`src/core/cassette_regs.vh`:
```
// Purpose: Constants for the memory cassette transfer and compare block.
// Assumes: Included by bare name from the design files under core/.
// Notes:   Register offsets are word indices on the plain register port.
`ifndef CASSETTE_REGS_VH
`define CASSETTE_REGS_VH

// Register indices
`define REG_CTRL        4'h0
`define REG_STAT        4'h1
`define REG_SETUP       4'h2

// Control register bits
`define CTRL_WRITE      0
`define CTRL_READ       1
`define CTRL_COMPARE    2

// Status register bits
`define STAT_BUSY       0
`define STAT_MISMATCH   1
`define STAT_PROTECT    2
`define STAT_REFUSED    3
`define STAT_EPROM      4
`define STAT_PRESENT    5
`define STAT_SIZE_LO    6
`define STAT_SIZE_HI    7

// Setup register fields
`define SETUP_PER_LO    0
`define SETUP_PER_HI    1
`define SETUP_SER_LO    2
`define SETUP_SER_HI    3

// Port mode encodings
`define MODE_HOST       2'h0
`define MODE_NOPROTO    2'h1
`define MODE_DATALINK   2'h2
`define MODE_TERMLINK   2'h3

// Image areas in controller word addresses
`define PROG_BASE       16'h0000
`define DM_RO_FIRST     16'd6144
`define DM_RO_LAST      16'd6568
`define DM_SETUP_FIRST  16'd6600
`define DM_SETUP_LAST   16'd6655
`define DM_BASE         16'h8000
`define EXP_BASE        16'hF000

// EPROM capacities in words
`define EPROM_8K        17'd8192
`define EPROM_16K       17'd16384
`define EPROM_32K       17'd32768

// Timing in ns, sync stage and boot settle counts, reset data word
`define CLK_PERIOD_NS   50
`define CAS_ACCESS_NS   150
`define CAS_WRITE_NS    200
`define SYNC_STAGES     2
`define BOOT_SETTLE     3
`define RESET_DATA      16'h0000

`endif

```
`src/core/cassette_transfer_control.v`:
```
// Purpose: Batch write, read and compare of the stored image against a cassette.
// Assumes: Controller memory answers a read one cycle after the strobe; cassette
//          pins are asynchronous and pass the two-stage synchroniser.
// Notes:   One request at a time; request bits clear when the work is done.
`timescale 1ns/1ps
`include "cassette_regs.vh"
module cassette_transfer_control #(
   parameter PROG_WORDS = 16'd15360,
   parameter EXP_WORDS  = 16'd64,
   parameter CAS_WORDS  = 17'd16384
) (
   // Clock and reset
   input  wire        ref_clk,
   input  wire        rst,
   // Register port
   input  wire [3:0]  regAddr,
   input  wire [15:0] regWrData,
   input  wire        regWr,
   input  wire        regRd,
   output wire [15:0] regRdData,
   // Controller memory
   output wire [15:0] memAddr,
   output wire [15:0] memWrData,
   output wire        memWr,
   output wire        memRd,
   input  wire [15:0] memRdData,
   // Cassette memory pins
   output wire [14:0] casAddr,
   output wire [15:0] casWrData,
   output wire        casWrEn,
   output wire        casRdEn,
   input  wire [15:0] casRdData,
   // Cassette straps and switches
   input  wire        casPresent,
   input  wire        casProtectSw,
   input  wire        casIsEprom,
   input  wire        epromSizeSelectA,
   input  wire        epromSizeSelectB,
   // Front panel switches
   input  wire        autoLoadSwitch,
   input  wire        peripheralDeviceSwitch,
   // Port modes and status
   output wire        periphConsoleBus,
   output wire [1:0]  periphMode,
   output wire [1:0]  serialMode,
   output wire        busy
);

   // Cycle counts from times, rounded up; reads add the sync stages and a spare edge
   localparam integer CAS_RD_NUM = (`CAS_ACCESS_NS + `CLK_PERIOD_NS - 1) / `CLK_PERIOD_NS;
   localparam integer CAS_WR_NUM = (`CAS_WRITE_NS + `CLK_PERIOD_NS - 1) / `CLK_PERIOD_NS;
   localparam integer RD_NUM     = CAS_RD_NUM + `SYNC_STAGES + 1;
   localparam [3:0]   CAS_WR_CYC = CAS_WR_NUM[3:0];
   localparam [3:0]   RD_WAIT    = RD_NUM[3:0];

   // One-hot states
   localparam [5:0] S_IDLE = 6'h01;
   localparam [5:0] S_READ = 6'h02;
   localparam [5:0] S_WAIT = 6'h04;
   localparam [5:0] S_ACT  = 6'h08;
   localparam [5:0] S_CWR  = 6'h10;
   localparam [5:0] S_NEXT = 6'h20;

   // Operation codes held while busy
   localparam [1:0] OP_WRITE   = 2'h0;
   localparam [1:0] OP_READ    = 2'h1;
   localparam [1:0] OP_COMPARE = 2'h2;

   wire [22:0] pinsRaw;
   wire [22:0] pinsSync;

   wire [15:0] walkCtrlAddr;
   wire [14:0] walkCasAddr;
   wire        walkLast;
   wire [16:0] imageWords;

   reg  [5:0]  state_q;
   reg  [5:0]  state_d;
   reg  [1:0]  op_q;
   reg  [15:0] idx_q;
   reg  [3:0]  timer_q;
   reg  [2:0]  ctrlReq_q;
   reg         mismatch_q;
   reg         refused_q;
   reg  [3:0]  setup_q;
   reg  [15:0] rdData_q;
   reg  [15:0] memWord_q;
   reg  [15:0] casWord_q;
   reg         memRdPend_q;
   reg  [1:0]  bootCnt_q;
   reg         bootArm_q;

   reg  [15:0] memAddr_q;
   reg  [15:0] memWrData_q;
   reg         memWr_q;
   reg         memRd_q;
   reg  [14:0] casAddr_q;
   reg  [15:0] casWrData_q;
   reg         casWrEn_q;
   reg         casRdEn_q;

   reg  [16:0] capacity;
   reg         startOk;
   reg         startWr;
   reg         startRd;
   reg         startCmp;
   reg         refuse;

   // All pins from the cassette and panel cross into ref_clk here
   assign pinsRaw = {peripheralDeviceSwitch, autoLoadSwitch,
                     epromSizeSelectB, epromSizeSelectA, casIsEprom,
                     casProtectSw, casPresent, casRdData};

   sync_bits #(
      .WIDTH (23)
   ) u_sync (
      .ref_clk (ref_clk),
      .rst     (rst),
      .pinIn   (pinsRaw),
      .syncOut (pinsSync)
   );

   // Settled pin levels; only the second stage is read
   wire [15:0] casData  = pinsSync[15:0];
   wire        present  = pinsSync[16];
   wire        protect  = pinsSync[17];
   wire        isEprom  = pinsSync[18];
   wire        sizeA    = pinsSync[19];
   wire        sizeB    = pinsSync[20];
   wire        autoLoad = pinsSync[21];
   wire        perSw    = pinsSync[22];

   image_walker #(
      .PROG_WORDS (PROG_WORDS),
      .EXP_WORDS  (EXP_WORDS)
   ) u_walk (
      .wordIdx    (idx_q),
      .ctrlAddr   (walkCtrlAddr),
      .casAddr    (walkCasAddr),
      .lastWord   (walkLast),
      .imageWords (imageWords)
   );

   // Capacity from the size switches; the undefined code counts as smallest
   always @* begin
      if (!isEprom) begin
         capacity = CAS_WORDS;
      end else if (sizeA && sizeB) begin
         capacity = `EPROM_32K;
      end else if (sizeA) begin
         capacity = `EPROM_16K;
      end else begin
         capacity = `EPROM_8K;
      end
   end

   // Pick one request; write first, then read, then compare
   always @* begin
      startWr  = 1'b0;
      startRd  = 1'b0;
      startCmp = 1'b0;
      refuse   = 1'b0;
      startOk  = present && (imageWords <= capacity);
      if (state_q == S_IDLE) begin
         if (ctrlReq_q[`CTRL_WRITE]) begin
            // Protected or one-time cassettes are never written
            if (startOk && !protect && !isEprom) begin
               startWr = 1'b1;
            end else begin
               refuse = 1'b1;
            end
         end else if (ctrlReq_q[`CTRL_READ]) begin
            startRd = startOk;
            refuse  = !startOk;
         end else if (ctrlReq_q[`CTRL_COMPARE]) begin
            startCmp = startOk;
            refuse   = !startOk;
         end
      end
   end

   // Next state
   always @* begin
      state_d = state_q;
      case (state_q)
         S_IDLE: begin
            if (startWr || startRd || startCmp) begin
               state_d = S_READ;
            end
         end
         S_READ: state_d = S_WAIT;
         S_WAIT: begin
            if (timer_q == 4'h0) begin
               state_d = S_ACT;
            end
         end
         S_ACT: begin
            if (op_q == OP_WRITE) begin
               state_d = S_CWR;
            end else begin
               state_d = S_NEXT;
            end
         end
         S_CWR: begin
            if (timer_q == 4'h0) begin
               state_d = S_NEXT;
            end
         end
         S_NEXT: begin
            if (walkLast) begin
               state_d = S_IDLE;
            end else begin
               state_d = S_READ;
            end
         end
         default: state_d = S_IDLE;
      endcase
   end

   // Sequencer, word buffers and strobes
   always @(posedge ref_clk or posedge rst) begin
      if (rst) begin
         state_q     <= S_IDLE;
         op_q        <= OP_READ;
         idx_q       <= 16'h0000;
         timer_q     <= 4'h0;
         memWord_q   <= `RESET_DATA;
         casWord_q   <= `RESET_DATA;
         memRdPend_q <= 1'b0;
         memAddr_q   <= 16'h0000;
         memWrData_q <= `RESET_DATA;
         memWr_q     <= 1'b0;
         memRd_q     <= 1'b0;
         casAddr_q   <= 15'h0000;
         casWrData_q <= `RESET_DATA;
         casWrEn_q   <= 1'b0;
         casRdEn_q   <= 1'b0;
         mismatch_q  <= 1'b0;
      end else begin
         state_q     <= state_d;
         memAddr_q   <= walkCtrlAddr;
         casAddr_q   <= walkCasAddr;
         memRd_q     <= (state_q == S_READ) && (op_q != OP_READ);
         memRdPend_q <= memRd_q;
         memWr_q     <= (state_q == S_ACT) && (op_q == OP_READ);
         casWrEn_q   <= (state_d == S_CWR);
         // Cassette outputs stay enabled until its data is captured
         casRdEn_q   <= (state_d == S_READ) || (state_d == S_WAIT);
         if (memRdPend_q) begin
            memWord_q <= memRdData;
         end
         if (state_q == S_IDLE) begin
            idx_q <= 16'h0000;
            if (startWr) begin
               op_q <= OP_WRITE;
            end else if (startRd) begin
               op_q <= OP_READ;
            end else if (startCmp) begin
               op_q       <= OP_COMPARE;
               mismatch_q <= 1'b0;         // Fresh result per compare
            end
         end
         if (state_q == S_READ) begin
            timer_q <= RD_WAIT;
         end else if (state_q == S_ACT) begin
            timer_q <= CAS_WR_CYC - 4'd1;
         end else if (timer_q != 4'h0) begin
            timer_q <= timer_q - 4'd1;
         end
         if ((state_q == S_WAIT) && (timer_q == 4'h0)) begin
            casWord_q <= casData;
         end
         if (state_q == S_ACT) begin
            memWrData_q <= casWord_q;
            casWrData_q <= memWord_q;
            // Compare touches neither copy, only the flag
            if ((op_q == OP_COMPARE) && (casWord_q != memWord_q)) begin
               mismatch_q <= 1'b1;
            end
         end
         if ((state_q == S_NEXT) && !walkLast) begin
            idx_q <= idx_q + 16'd1;
         end
      end
   end

   // Startup auto-load: switch sampled once after release
   always @(posedge ref_clk or posedge rst) begin
      if (rst) begin
         bootCnt_q <= 2'h0;
         bootArm_q <= 1'b1;
      end else if (bootArm_q) begin
         // Wait for the synchroniser to hold real pin levels
         if (bootCnt_q == `BOOT_SETTLE) begin
            bootArm_q <= 1'b0;
         end else begin
            bootCnt_q <= bootCnt_q + 2'd1;
         end
      end
   end

   // Request bits, refusal flag and setup area
   always @(posedge ref_clk or posedge rst) begin
      if (rst) begin
         ctrlReq_q <= 3'h0;
         refused_q <= 1'b0;
         setup_q   <= 4'h0;
      end else begin
         if (bootArm_q && (bootCnt_q == `BOOT_SETTLE) && autoLoad) begin
            ctrlReq_q[`CTRL_READ] <= 1'b1;
         end else if (refuse) begin
            ctrlReq_q <= 3'h0;
            refused_q <= 1'b1;
         end else if ((state_q == S_NEXT) && walkLast) begin
            ctrlReq_q <= 3'h0;
         end else if (regWr && (regAddr == `REG_CTRL) && (state_q == S_IDLE)) begin
            // Writes while busy are dropped
            ctrlReq_q <= regWrData[2:0];
            if (regWrData[2:0] != 3'h0) begin
               refused_q <= 1'b0;
            end
         end
         if (regWr && (regAddr == `REG_SETUP)) begin
            setup_q <= regWrData[3:0];
         end
      end
   end

   // Read data one cycle after the strobe; unmapped reads give zero
   always @(posedge ref_clk or posedge rst) begin
      if (rst) begin
         rdData_q <= 16'h0000;
      end else if (regRd) begin
         case (regAddr)
            `REG_CTRL:  rdData_q <= {13'h0000, ctrlReq_q};
            `REG_STAT:  rdData_q <= {8'h00, sizeB, sizeA, present, isEprom, refused_q,
                                     protect, mismatch_q, busy};
            `REG_SETUP: rdData_q <= {12'h000, setup_q};
            default:    rdData_q <= 16'h0000;
         endcase
      end else begin
         rdData_q <= 16'h0000;
      end
   end

   assign regRdData = rdData_q;
   assign busy      = (state_q != S_IDLE);

   // Port modes: console bus only on the peripheral port, switch 7 off
   assign periphConsoleBus = !perSw;
   // Peripheral port offers host command or no-protocol only
   assign periphMode = setup_q[`SETUP_PER_HI] ? `MODE_NOPROTO : `MODE_HOST;
   // Serial port takes all four modes and never the console bus
   assign serialMode = setup_q[`SETUP_SER_HI:`SETUP_SER_LO];

   assign memAddr   = memAddr_q;
   assign memWrData = memWrData_q;
   assign memWr     = memWr_q;
   assign memRd     = memRd_q;
   assign casAddr   = casAddr_q;
   assign casWrData = casWrData_q;
   assign casWrEn   = casWrEn_q;
   assign casRdEn   = casRdEn_q;

endmodule

```
`src/core/image_walker.v`:
```
// Purpose: Maps a linear image word index to controller and cassette addresses.
// Assumes: Index counts from zero; the cassette holds the image packed from zero.
// Notes:   Purely combinational; the caller registers the results.
`timescale 1ns/1ps
`include "cassette_regs.vh"
module image_walker #(
   parameter PROG_WORDS = 16'd15360,
   parameter EXP_WORDS  = 16'd64
) (
   // Linear position
   input  wire [15:0] wordIdx,
   // Mapped addresses
   output reg  [15:0] ctrlAddr,
   output wire [14:0] casAddr,
   output wire        lastWord,
   output wire [16:0] imageWords
);

   localparam [15:0] RO_WORDS  = `DM_RO_LAST - `DM_RO_FIRST + 16'd1;
   localparam [15:0] SET_WORDS = `DM_SETUP_LAST - `DM_SETUP_FIRST + 16'd1;
   localparam [15:0] END_PROG  = PROG_WORDS;
   localparam [15:0] END_RO    = END_PROG + RO_WORDS;
   localparam [15:0] END_SET   = END_RO + SET_WORDS;
   localparam [15:0] END_ALL   = END_SET + EXP_WORDS;

   // Program, read-only data, setup, expansion data in one batch
   always @* begin
      if (wordIdx < END_PROG) begin
         ctrlAddr = `PROG_BASE + wordIdx;
      end else if (wordIdx < END_RO) begin
         ctrlAddr = `DM_BASE + `DM_RO_FIRST + (wordIdx - END_PROG);
      end else if (wordIdx < END_SET) begin
         ctrlAddr = `DM_BASE + `DM_SETUP_FIRST + (wordIdx - END_RO);
      end else begin
         ctrlAddr = `EXP_BASE + (wordIdx - END_SET);
      end
   end

   assign casAddr    = wordIdx[14:0];
   assign lastWord   = (wordIdx == END_ALL - 16'd1);
   assign imageWords = {1'b0, END_ALL};

endmodule

```
`src/core/sync_bits.v`:
```
// Purpose: Two flip-flop synchroniser for a group of pin inputs.
// Assumes: Each bit is a level or is held stable while it is sampled.
// Notes:   The first stage feeds only the second stage.
`timescale 1ns/1ps
module sync_bits #(
   parameter WIDTH = 1
) (
   // Clock and reset
   input  wire             ref_clk,
   input  wire             rst,
   // Pins and synchronised levels
   input  wire [WIDTH-1:0] pinIn,
   output wire [WIDTH-1:0] syncOut
);

   reg [WIDTH-1:0] stage1_q;
   reg [WIDTH-1:0] stage2_q;

   // Two stages against metastability
   always @(posedge ref_clk or posedge rst) begin
      if (rst) begin
         stage1_q <= {WIDTH{1'b0}};
         stage2_q <= {WIDTH{1'b0}};
      end else begin
         stage1_q <= pinIn;
         stage2_q <= stage1_q;
      end
   end

   assign syncOut = stage2_q;

endmodule

```
`config.mk`:
```
export PLATFORM = sky130hd
export DESIGN_NAME = cassette_transfer_control
export DESIGN_NICKNAME = d
export VERILOG_FILES = /design/src/core/cassette_transfer_control.v /design/src/core/image_walker.v /design/src/core/sync_bits.v
export VERILOG_INCLUDE_DIRS = /design/src /design/src/core
export SDC_FILE = /design/constraint.sdc
export NUM_CORES = 1
export LEC_CHECK = 0
export ABC_AREA = 1
export ABC_CLOCK_PERIOD_IN_PS = 6000
export BUFFER_PORTS_ARGS = -buffer_cell sky130_fd_sc_hd__buf_4
export CORE_MARGIN = 5
export CORE_UTILIZATION = 50
export CTS_CLUSTER_DIAMETER = 30
export DETAILED_ROUTE_END_ITERATION = 10
export GPL_ROUTABILITY_DRIVEN = 0
export PLACE_DENSITY_LB_ADDON = 0.1
export SYNTH_ARGS = -nofsm -noshare
export SYNTH_HDL_FRONTEND = slang
export SYNTH_SLANG_ARGS = --single-unit
```
`constraint.sdc`:
```
create_clock -name ref_clk -period 6 [get_ports ref_clk]
set_input_delay 1.2 -clock ref_clk [delete_from_list [all_inputs] [get_ports ref_clk]]
set_output_delay 1.2 -clock ref_clk [all_outputs]
set_load 0.005 [all_outputs]
```
==> metrics.md, run 1 <==
| Metric | Value |
|---|---|
| Register share of total power | `0.491` |
| Floorplan die height | `135 µm` |
| Cell at the root of the clock tree | `sky130_fd_sc_hd__clkbuf_16` |
| Antenna violations before repair | `0` |
| Post-detailed-placement cell area | `0.00890 mm²` |
| Run status | `completed` |
| Routed Antenna Nets | `0` |
| X dimension of the die | `135 µm` |
| Max FO, Critical Path | `11` |
| Antenna Diode Count | `0` |
| Nature of the critical path startpoint | `flip-flop` |
| Synthesized instance count | `779` |
| Final critical-path share of the clock period | `0.502` |
| Hold WS | `350 ps` |
| Largest net degree at the start of global routing | `195` |
| Final #Nets | `978` |
| Share of synthesized area occupied by flip-flops and latches | `0.624` |
| Sort of element at the end of the critical path | `output port` |
| Post-synthesis cell type count | `39` |
| Int Power | `2280 µW` |
| Starting density of the core | `0.510` |
| TritonCTS clock tree | `yes` |
| Minimum clock period after layout | `3010 ps` |
| XOR/XNOR Fraction of Synth Area | `0.0326` |
| Sum of overflow across all layers after global routing | `0` |
| Critical path start-end classification | `flip-flop to output port` |
| Clock-pin slew reported for the worst setup and hold paths after clock tree synthesis | `70 ps` |
| Net switching power | `888 µW` |
| CTS Hold Bufs | `0` |
| YS warnings | `0` |
| Via count of the first global-routing pass | `5,532` |
| Post-Layout Inst Area | `0.00951 mm²` |
| Path class of the lowest-slack min-delay path | `flip-flop to flip-flop` |
| P&R area growth vs syn | `22.1%` |
| Number of synthesized flops with an enable pin | `0` |
| IO Pins | `152` |
| Floorplan core area | `0.0153 mm²` |
| Total Routed Length | `16,300 µm` |
| First-pass GRT wire length | `26,900 µm` |
| Port Buffers | `130` |
| H-tree depth | `4` |
| Detailed-route vias per instance | `4.94` |
| Fraction of layout instances using a drive strength above 1 | `0.217` |
| Proportion of power drawn by combinational gates | `0.151` |
| Final hold violation count | `0` |
| Overall via count from detail_route | `5,584` |
| Total routing usage reported by global routing | `0.186` |
| Pwr dens | `333 mW/mm²` |
| DRC | `0` |
| Endpoints failing setup | `0` |
| Maximum root-to-sink buffer count | `2` |
| Largest voltage drop on the vdd net | `0.206 mV` |
| Setup skew after layout | `7.97 ps` |
| Post-detailed-placement half-perimeter wirelength | `11,300 µm` |
| Mean Syn Cell Area | `10.0 µm²` |
| Fraction of power consumed by the clock network | `0.357` |
| Achievable clock frequency | `332 MHz` |
| Arrival time at the worst endpoint | `1810 ps` |
| Max-slew headroom at the worst pin | `0.305` |
| Required time of the critical path | `4800 ps` |
| TritonCTS Buffers | `17` |
| Reported max-cap violation count | `0` |
| Static Leak | `0.00482 µW` |
| Die area | `0.0182 mm²` |
| Buffers inserted during post-CTS setup optimization | `0` |
| Starting DRT DRC Count | `507` |
| Unrepaired setup endpoints after global routing | `false` |
| Routed len/inst | `14.4 µm` |
| Number of clock sinks | `194` |
| FP Rows | `45` |
| Sum of negative setup slack | `0 ps` |
| Post-synthesis async set-or-reset flop share | `1.00` |
| Post-synthesis cell area | `0.00779 mm²` |
| Count of cells resized by post-cts repair | `0` |
| Multiplexer share of the synthesized area | `0.0217` |
| Net Sw Frac | `0.280` |
| Count of state elements after synthesis | `194` |
| Basic-gate share of the synthesized area counting and, or, nand and nor cells | `0.173` |
| Pins over their slew limit | `0` |
| Drt pass-1 iters | `5` |
| Flip-flop cell with the highest count after synthesis | `sky130_fd_sc_hd__dfrtp_1` |
| Slew at the pin closest to its max-slew limit | `1040 ps` |
| Clock latency on the worst-skew pair | `430 ps` |
| Post-Synth Adder-Cell Area | `0.0145` |
| Synthesized-area fraction occupied by ao, oa, aoi and oai cells | `0.0684` |
| Largest family of logic cells by synthesized area | `simple AND/OR/NAND/NOR gates` |
through the flow:
step	instances	utilization	setup WS (ps)	power, µW
2_1_floorplan	787	-	2300	1910
6_report	1130	0.623	2990	3170
5_1_grt	1130	0.623	2840	3350
3_5_place_dp	1098	0.584	3410	2060
3_3_place_gp	1098	0.584	3420	2040
4_1_cts	1130	0.623	2940	3210
flip-flops by register name (all words and copies together), names as in the netlist, 16 cells and up:
register / count
casWord_q: 16
casWrData: 16
idx_q: 16
memAddr: 16
memWord_q: 16
memWrData: 16
u_sync.stage1_q: 23
u_sync.syncOut: 23
layout by cell type, fill, tap and decap left out, types with 2 or more instances in the layout:
master,netlist,final
sky130_fd_sc_hd__nor3_2,2,2
sky130_fd_sc_hd__nor2_1,59,59
sky130_fd_sc_hd__o22ai_1,8,8
sky130_fd_sc_hd__ha_1,9,9
sky130_fd_sc_hd__o21ai_1,2,2
sky130_fd_sc_hd__xor2_1,19,19
sky130_fd_sc_hd__clkbuf_16,0,17
sky130_fd_sc_hd__clkinv_4,0,2
sky130_fd_sc_hd__clkbuf_8,0,3
sky130_fd_sc_hd__nor3_1,14,14
sky130_fd_sc_hd__nor2_2,3,3
sky130_fd_sc_hd__inv_8,0,2
sky130_fd_sc_hd__dfstp_2,3,3
sky130_fd_sc_hd__mux2_2,15,15
sky130_fd_sc_hd__nand2_2,2,2
sky130_fd_sc_hd__nand3_1,41,41
sky130_fd_sc_hd__o21ai_0,55,55
sky130_fd_sc_hd__inv_2,2,2
sky130_fd_sc_hd__nand4_1,16,16
sky130_fd_sc_hd__o31ai_1,2,2
sky130_fd_sc_hd__o22ai_2,2,2
sky130_fd_sc_hd__o211ai_1,2,2
sky130_fd_sc_hd__buf_4,14,131
sky130_fd_sc_hd__a21oi_1,19,19
sky130_fd_sc_hd__conb_1,1,9
sky130_fd_sc_hd__clkinvlp_4,0,2
sky130_fd_sc_hd__xnor2_1,10,10
sky130_fd_sc_hd__dfrtp_1,191,191
sky130_fd_sc_hd__inv_6,1,6
sky130_fd_sc_hd__nand2_1,177,177
sky130_fd_sc_hd__inv_1,82,81
final timing paths:
| path | start | endpoint | slack [ps] | cells after the start |
|---|---|---|---|---|
| setup / recovery | state_q[0] | busy | 2990 | 5 |
| hold / removal | u_sync.stage1_q[2] | u_sync.syncOut[2] | 350 | 0 |
| setup reg to reg | timer_q[0] | casWord_q[2] | 3760 | 6 |
| hold reg to reg | u_sync.stage1_q[2] | u_sync.syncOut[2] | 350 | 0 |
| max in group asynchronous | rst | memAddr[12] | 4200 | 3 |
| min in group asynchronous | rst | u_sync.stage1_q[22] | 990 | 3 |
area by class of cell:
cell class,instances,area (µm²)
sequential,194,4860
inverter,85,328
timing repair buffer,132,1000
clock inverter,12,138
multi-input combinational,476,2450
clock buffer,20,467
fill,1280,5750
tap,211,264
kinds of logic (layout without fill, tap and decap cells):
kind of cell	count (synthesis)	count (layout)
buffers and inverters	117	249
xor gates and xnor gates	29	29
DFF	194	194
muxes	15	15
adders and majority gates	9	9
and+or+nand+nor	318	318
other	1	9
AOI/OAI and AO/OA	96	96
synthesized netlist by cell type, types with 3 or more instances:
library cell / count / share of area
sky130_fd_sc_hd__o22ai_1: 8 / 0.0064
sky130_fd_sc_hd__buf_2: 5 / 0.0032
sky130_fd_sc_hd__o21ai_0: 55 / 0.035
sky130_fd_sc_hd__clkbuf_1: 12 / 0.0058
sky130_fd_sc_hd__xor2_1: 19 / 0.021
sky130_fd_sc_hd__xnor2_1: 10 / 0.011
sky130_fd_sc_hd__mux2_2: 15 / 0.022
sky130_fd_sc_hd__buf_4: 14 / 0.013
sky130_fd_sc_hd__nor2_1: 59 / 0.028
sky130_fd_sc_hd__dfstp_2: 3 / 0.010
sky130_fd_sc_hd__nand4_1: 16 / 0.013
sky130_fd_sc_hd__inv_1: 82 / 0.040
sky130_fd_sc_hd__nor3_1: 14 / 0.0090
sky130_fd_sc_hd__a21oi_1: 19 / 0.012
sky130_fd_sc_hd__dfrtp_1: 191 / 0.61
sky130_fd_sc_hd__nand2_1: 177 / 0.085
sky130_fd_sc_hd__nand3_1: 41 / 0.026
sky130_fd_sc_hd__nor2_2: 3 / 0.0024
sky130_fd_sc_hd__ha_1: 9 / 0.014
critical path, stage by stage (launching register included):
cell and delay, ps:
sky130_fd_sc_hd__dfstp_2 530, sky130_fd_sc_hd__inv_1 50, sky130_fd_sc_hd__nor2_1 80, sky130_fd_sc_hd__and3_1 250, sky130_fd_sc_hd__inv_1 250, sky130_fd_sc_hd__buf_4 220
layer usage:
layer / GRT usage / part of all wire / vias up
met2: 0.297 / 0.50 / 164
met3: 0.0399 / 0.051 / 20
li1: - / - / 2724
met5: 0 / 0 / -
met4: 0.0684 / 0.017 / 0
met1: 0.253 / 0.43 / 2676
power groups by stage:
stage          Sequential (µW)  Clock, µW  Combinational [µW]
3_3_place_gp              1570          0                 466
5_1_grt                   1580       1220                 547
4_1_cts                   1560       1170                 487
6_report                  1560       1130                 479
3_5_place_dp              1580          0                 483
2_1_floorplan             1550          0                 359
Note: power is estimated with default switching activity, not from simulation.
==> run 2: changes to the inputs <==
Settings changed: ABC_CLOCK_PERIOD_IN_PS 6000 to 2800, CORE_UTILIZATION 50 to 55.
Clock period 6 ns to 2.8 ns, I/O delays scaled along.
==> metrics.md, run 2 (synthesized netlist as in run 1, its figures left out) <==
| Metric | Value |
|---|---|
| Antenna Diode Count | `0` |
| Reg-to-reg startpoint | `idx_q[11]` |
| Final critical-path share of the clock period | `0.827` |
| Commonest cells after routing, fill and taps aside | `sky130_fd_sc_hd__dfrtp_1 (191), sky130_fd_sc_hd__nand2_1 (177), sky130_fd_sc_hd__buf_4 (136), sky130_fd_sc_hd__inv_1 (81), sky130_fd_sc_hd__nor2_1 (59)` |
| Max FO, Critical Path | `11` |
| Total routing usage reported by global routing | `0.211` |
| HP Start | `casRdData[7]` |
| Required time of the critical path | `2240 ps` |
| Fraction of layout instances using a drive strength above 1 | `0.222` |
| Cell at the root of the clock tree | `sky130_fd_sc_hd__clkbuf_16` |
| Int Power | `5060 µW` |
| Starting density of the core | `0.561` |
| Biggest cell delay along the critical path | `430 ps` |
| Net Sw Frac | `0.267` |
| DRC | `0` |
| Critical path start-end classification | `flip-flop to output port` |
| P&R area growth vs syn | `23.0%` |
| Reported max-cap violation count | `0` |
| Antenna violations before repair | `0` |
| Cell mode on critical path | `sky130_fd_sc_hd__buf_4` |
| IO Pins | `152` |
| Fraction of power consumed by the clock network | `0.363` |
| Number of placed instances with taps included | `1,075` |
| Net switching power | `1840 µW` |
| Floorplan core area | `0.0139 mm²` |
| TritonCTS Buffers | `17` |
| Drt pass-1 iters | `7` |
| Path class of the lowest-slack min-delay path | `input port to flip-flop` |
| Clock latency on the worst-skew pair | `420 ps` |
| Register share of total power | `0.485` |
| Sum of overflow across all layers after global routing | `0` |
| Static Leak | `0.00488 µW` |
| First-pass GRT wire length | `27,900 µm` |
| Max-slew headroom at the worst pin | `0.364` |
| Pwr dens | `720 mW/mm²` |
| Post-detailed-placement half-perimeter wirelength | `11,700 µm` |
| Unrepaired setup endpoints after global routing | `false` |
| Overall via count from detail_route | `5,684` |
| Routed Antenna Nets | `0` |
| Total Routed Length | `16,400 µm` |
| Floorplan die height | `129 µm` |
| Pins over their slew limit | `0` |
| Capture endpoint of the worst hold path | `u_sync.stage1_q[7]` |
| Critical-path cell list | `nor2_1 -> and3_1 -> inv_1 -> buf_4 -> buf_4` |
| Proportion of power drawn by combinational gates | `0.152` |
| Cell count of the worst hold path | `1` |
| Largest net degree at the start of global routing | `61` |
| Final hold violation count | `0` |
| Clock-pin slew reported for the worst setup and hold paths after clock tree synthesis | `70 ps` |
| FP Rows | `43` |
| Reg2Reg Depth | `9` |
| Run status | `completed` |
| Slew at the pin closest to its max-slew limit | `954 ps` |
| TritonCTS clock tree | `yes` |
| Setup skew after layout | `5.31 ps` |
| Starting DRT DRC Count | `496` |
| Minimum clock period after layout | `2320 ps` |
| Commonest non-fill, non-tap cell in the layout | `sky130_fd_sc_hd__dfrtp_1` |
| Post-route insts no fill | `1,107` |
| Achievable clock frequency | `432 MHz` |
| Destination of the worst register-to-register timing path | `ctrlReq_q[2]` |
| Number of filler cells placed in the layout | `1,079` |
| Critical path's slowest cell | `sky130_fd_sc_hd__dfrtp_1` |
| Final #Nets | `986` |
| X dimension of the die | `129 µm` |
| Worst R2R Setup Slack | `760 ps` |
| Power Total | `6900 µW` |
| H-tree depth | `4` |
| Nature of the critical path startpoint | `flip-flop` |
| Routed len/inst | `14.8 µm` |
| Port Buffers | `130` |
| Detailed-route vias per instance | `5.13` |
| Largest voltage drop on the vdd net | `0.456 mV` |
| CTS Hold Bufs | `0` |
| Maximum root-to-sink buffer count | `2` |
| Arrival time at the worst endpoint | `1760 ps` |
| Die area | `0.0166 mm²` |
| Via count of the first global-routing pass | `5,713` |
| Sort of element at the end of the critical path | `output port` |
| Buffers inserted during post-CTS setup optimization | `0` |
| Endpoints failing setup | `0` |
| Count of cells resized by post-cts repair | `0` |
| Number of clock sinks | `194` |
[run 2: worst max path at each step]
stage | from | end | slack [ps] | cells past startpoint
detailed placement | idx_q[0] | memAddr[6] | 810 | 9
global placement | idx_q[0] | memAddr[6] | 870 | 9
floorplan | rst | bootCnt_q[0] | -260 | 1
finish | state_q[3] | busy | 480 | 5
CTS | state_q[3] | busy | 480 | 5
global route | state_q[3] | busy | 420 | 5
[run 2: metrics by stage]
| stage | setup slack [ps] | instance area [µm²] | hold slack, ps | setup TNS (ps) | util |
|---|---|---|---|---|---|
| global route | 416 | 9580 | 222 | 0 | 0.690 |
| finish | 485 | 9580 | 237 | 0 | 0.690 |
| CTS | 476 | 9580 | 223 | 0 | 0.690 |
| detailed placement | 809 | 8960 | 335 | 0 | 0.646 |
| global placement | 870 | 8960 | 332 | 0 | 0.646 |
| floorplan | -262 | 7820 | 331 | -50030 | - |
[run 2: final cells by class]
class	count	area (µm²)	area share
timing repair buffer	140	1100	0.115
multi-input combinational	476	2450	0.256
clock inverter	11	148	0.0154
clock buffer	21	470	0.0491
inverter	85	328	0.0342
tap	180	225	0.0235
sequential	194	4860	0.507
[run 2: critical path: cells and delay by family (launching register included)]
family                 cells  cell delay, ps
DFF                        1             430
buffers and inverters      3             390
and+or+nand+nor            2             520
[run 2: power by group through the flow]
stage / registers [µW] / clock network (µW) / logic (µW)
finish: 3340 / 2510 / 1050
global route: 3390 / 2670 / 1210
CTS: 3350 / 2550 / 1070
detailed placement: 3390 / 0 / 1050
global placement: 3370 / 0 / 1020
floorplan: 3330 / 0 / 770
[run 2: layer usage]
layer / wire (µm) / up-vias / GRT usage
met5: 0 / - / 0
met3: 935 / 37 / 0.0436
met4: 338 / 0 / 0.0735
li1: - / 2753 / -
met2: 8120 / 197 / 0.338
met1: 6970 / 2697 / 0.290
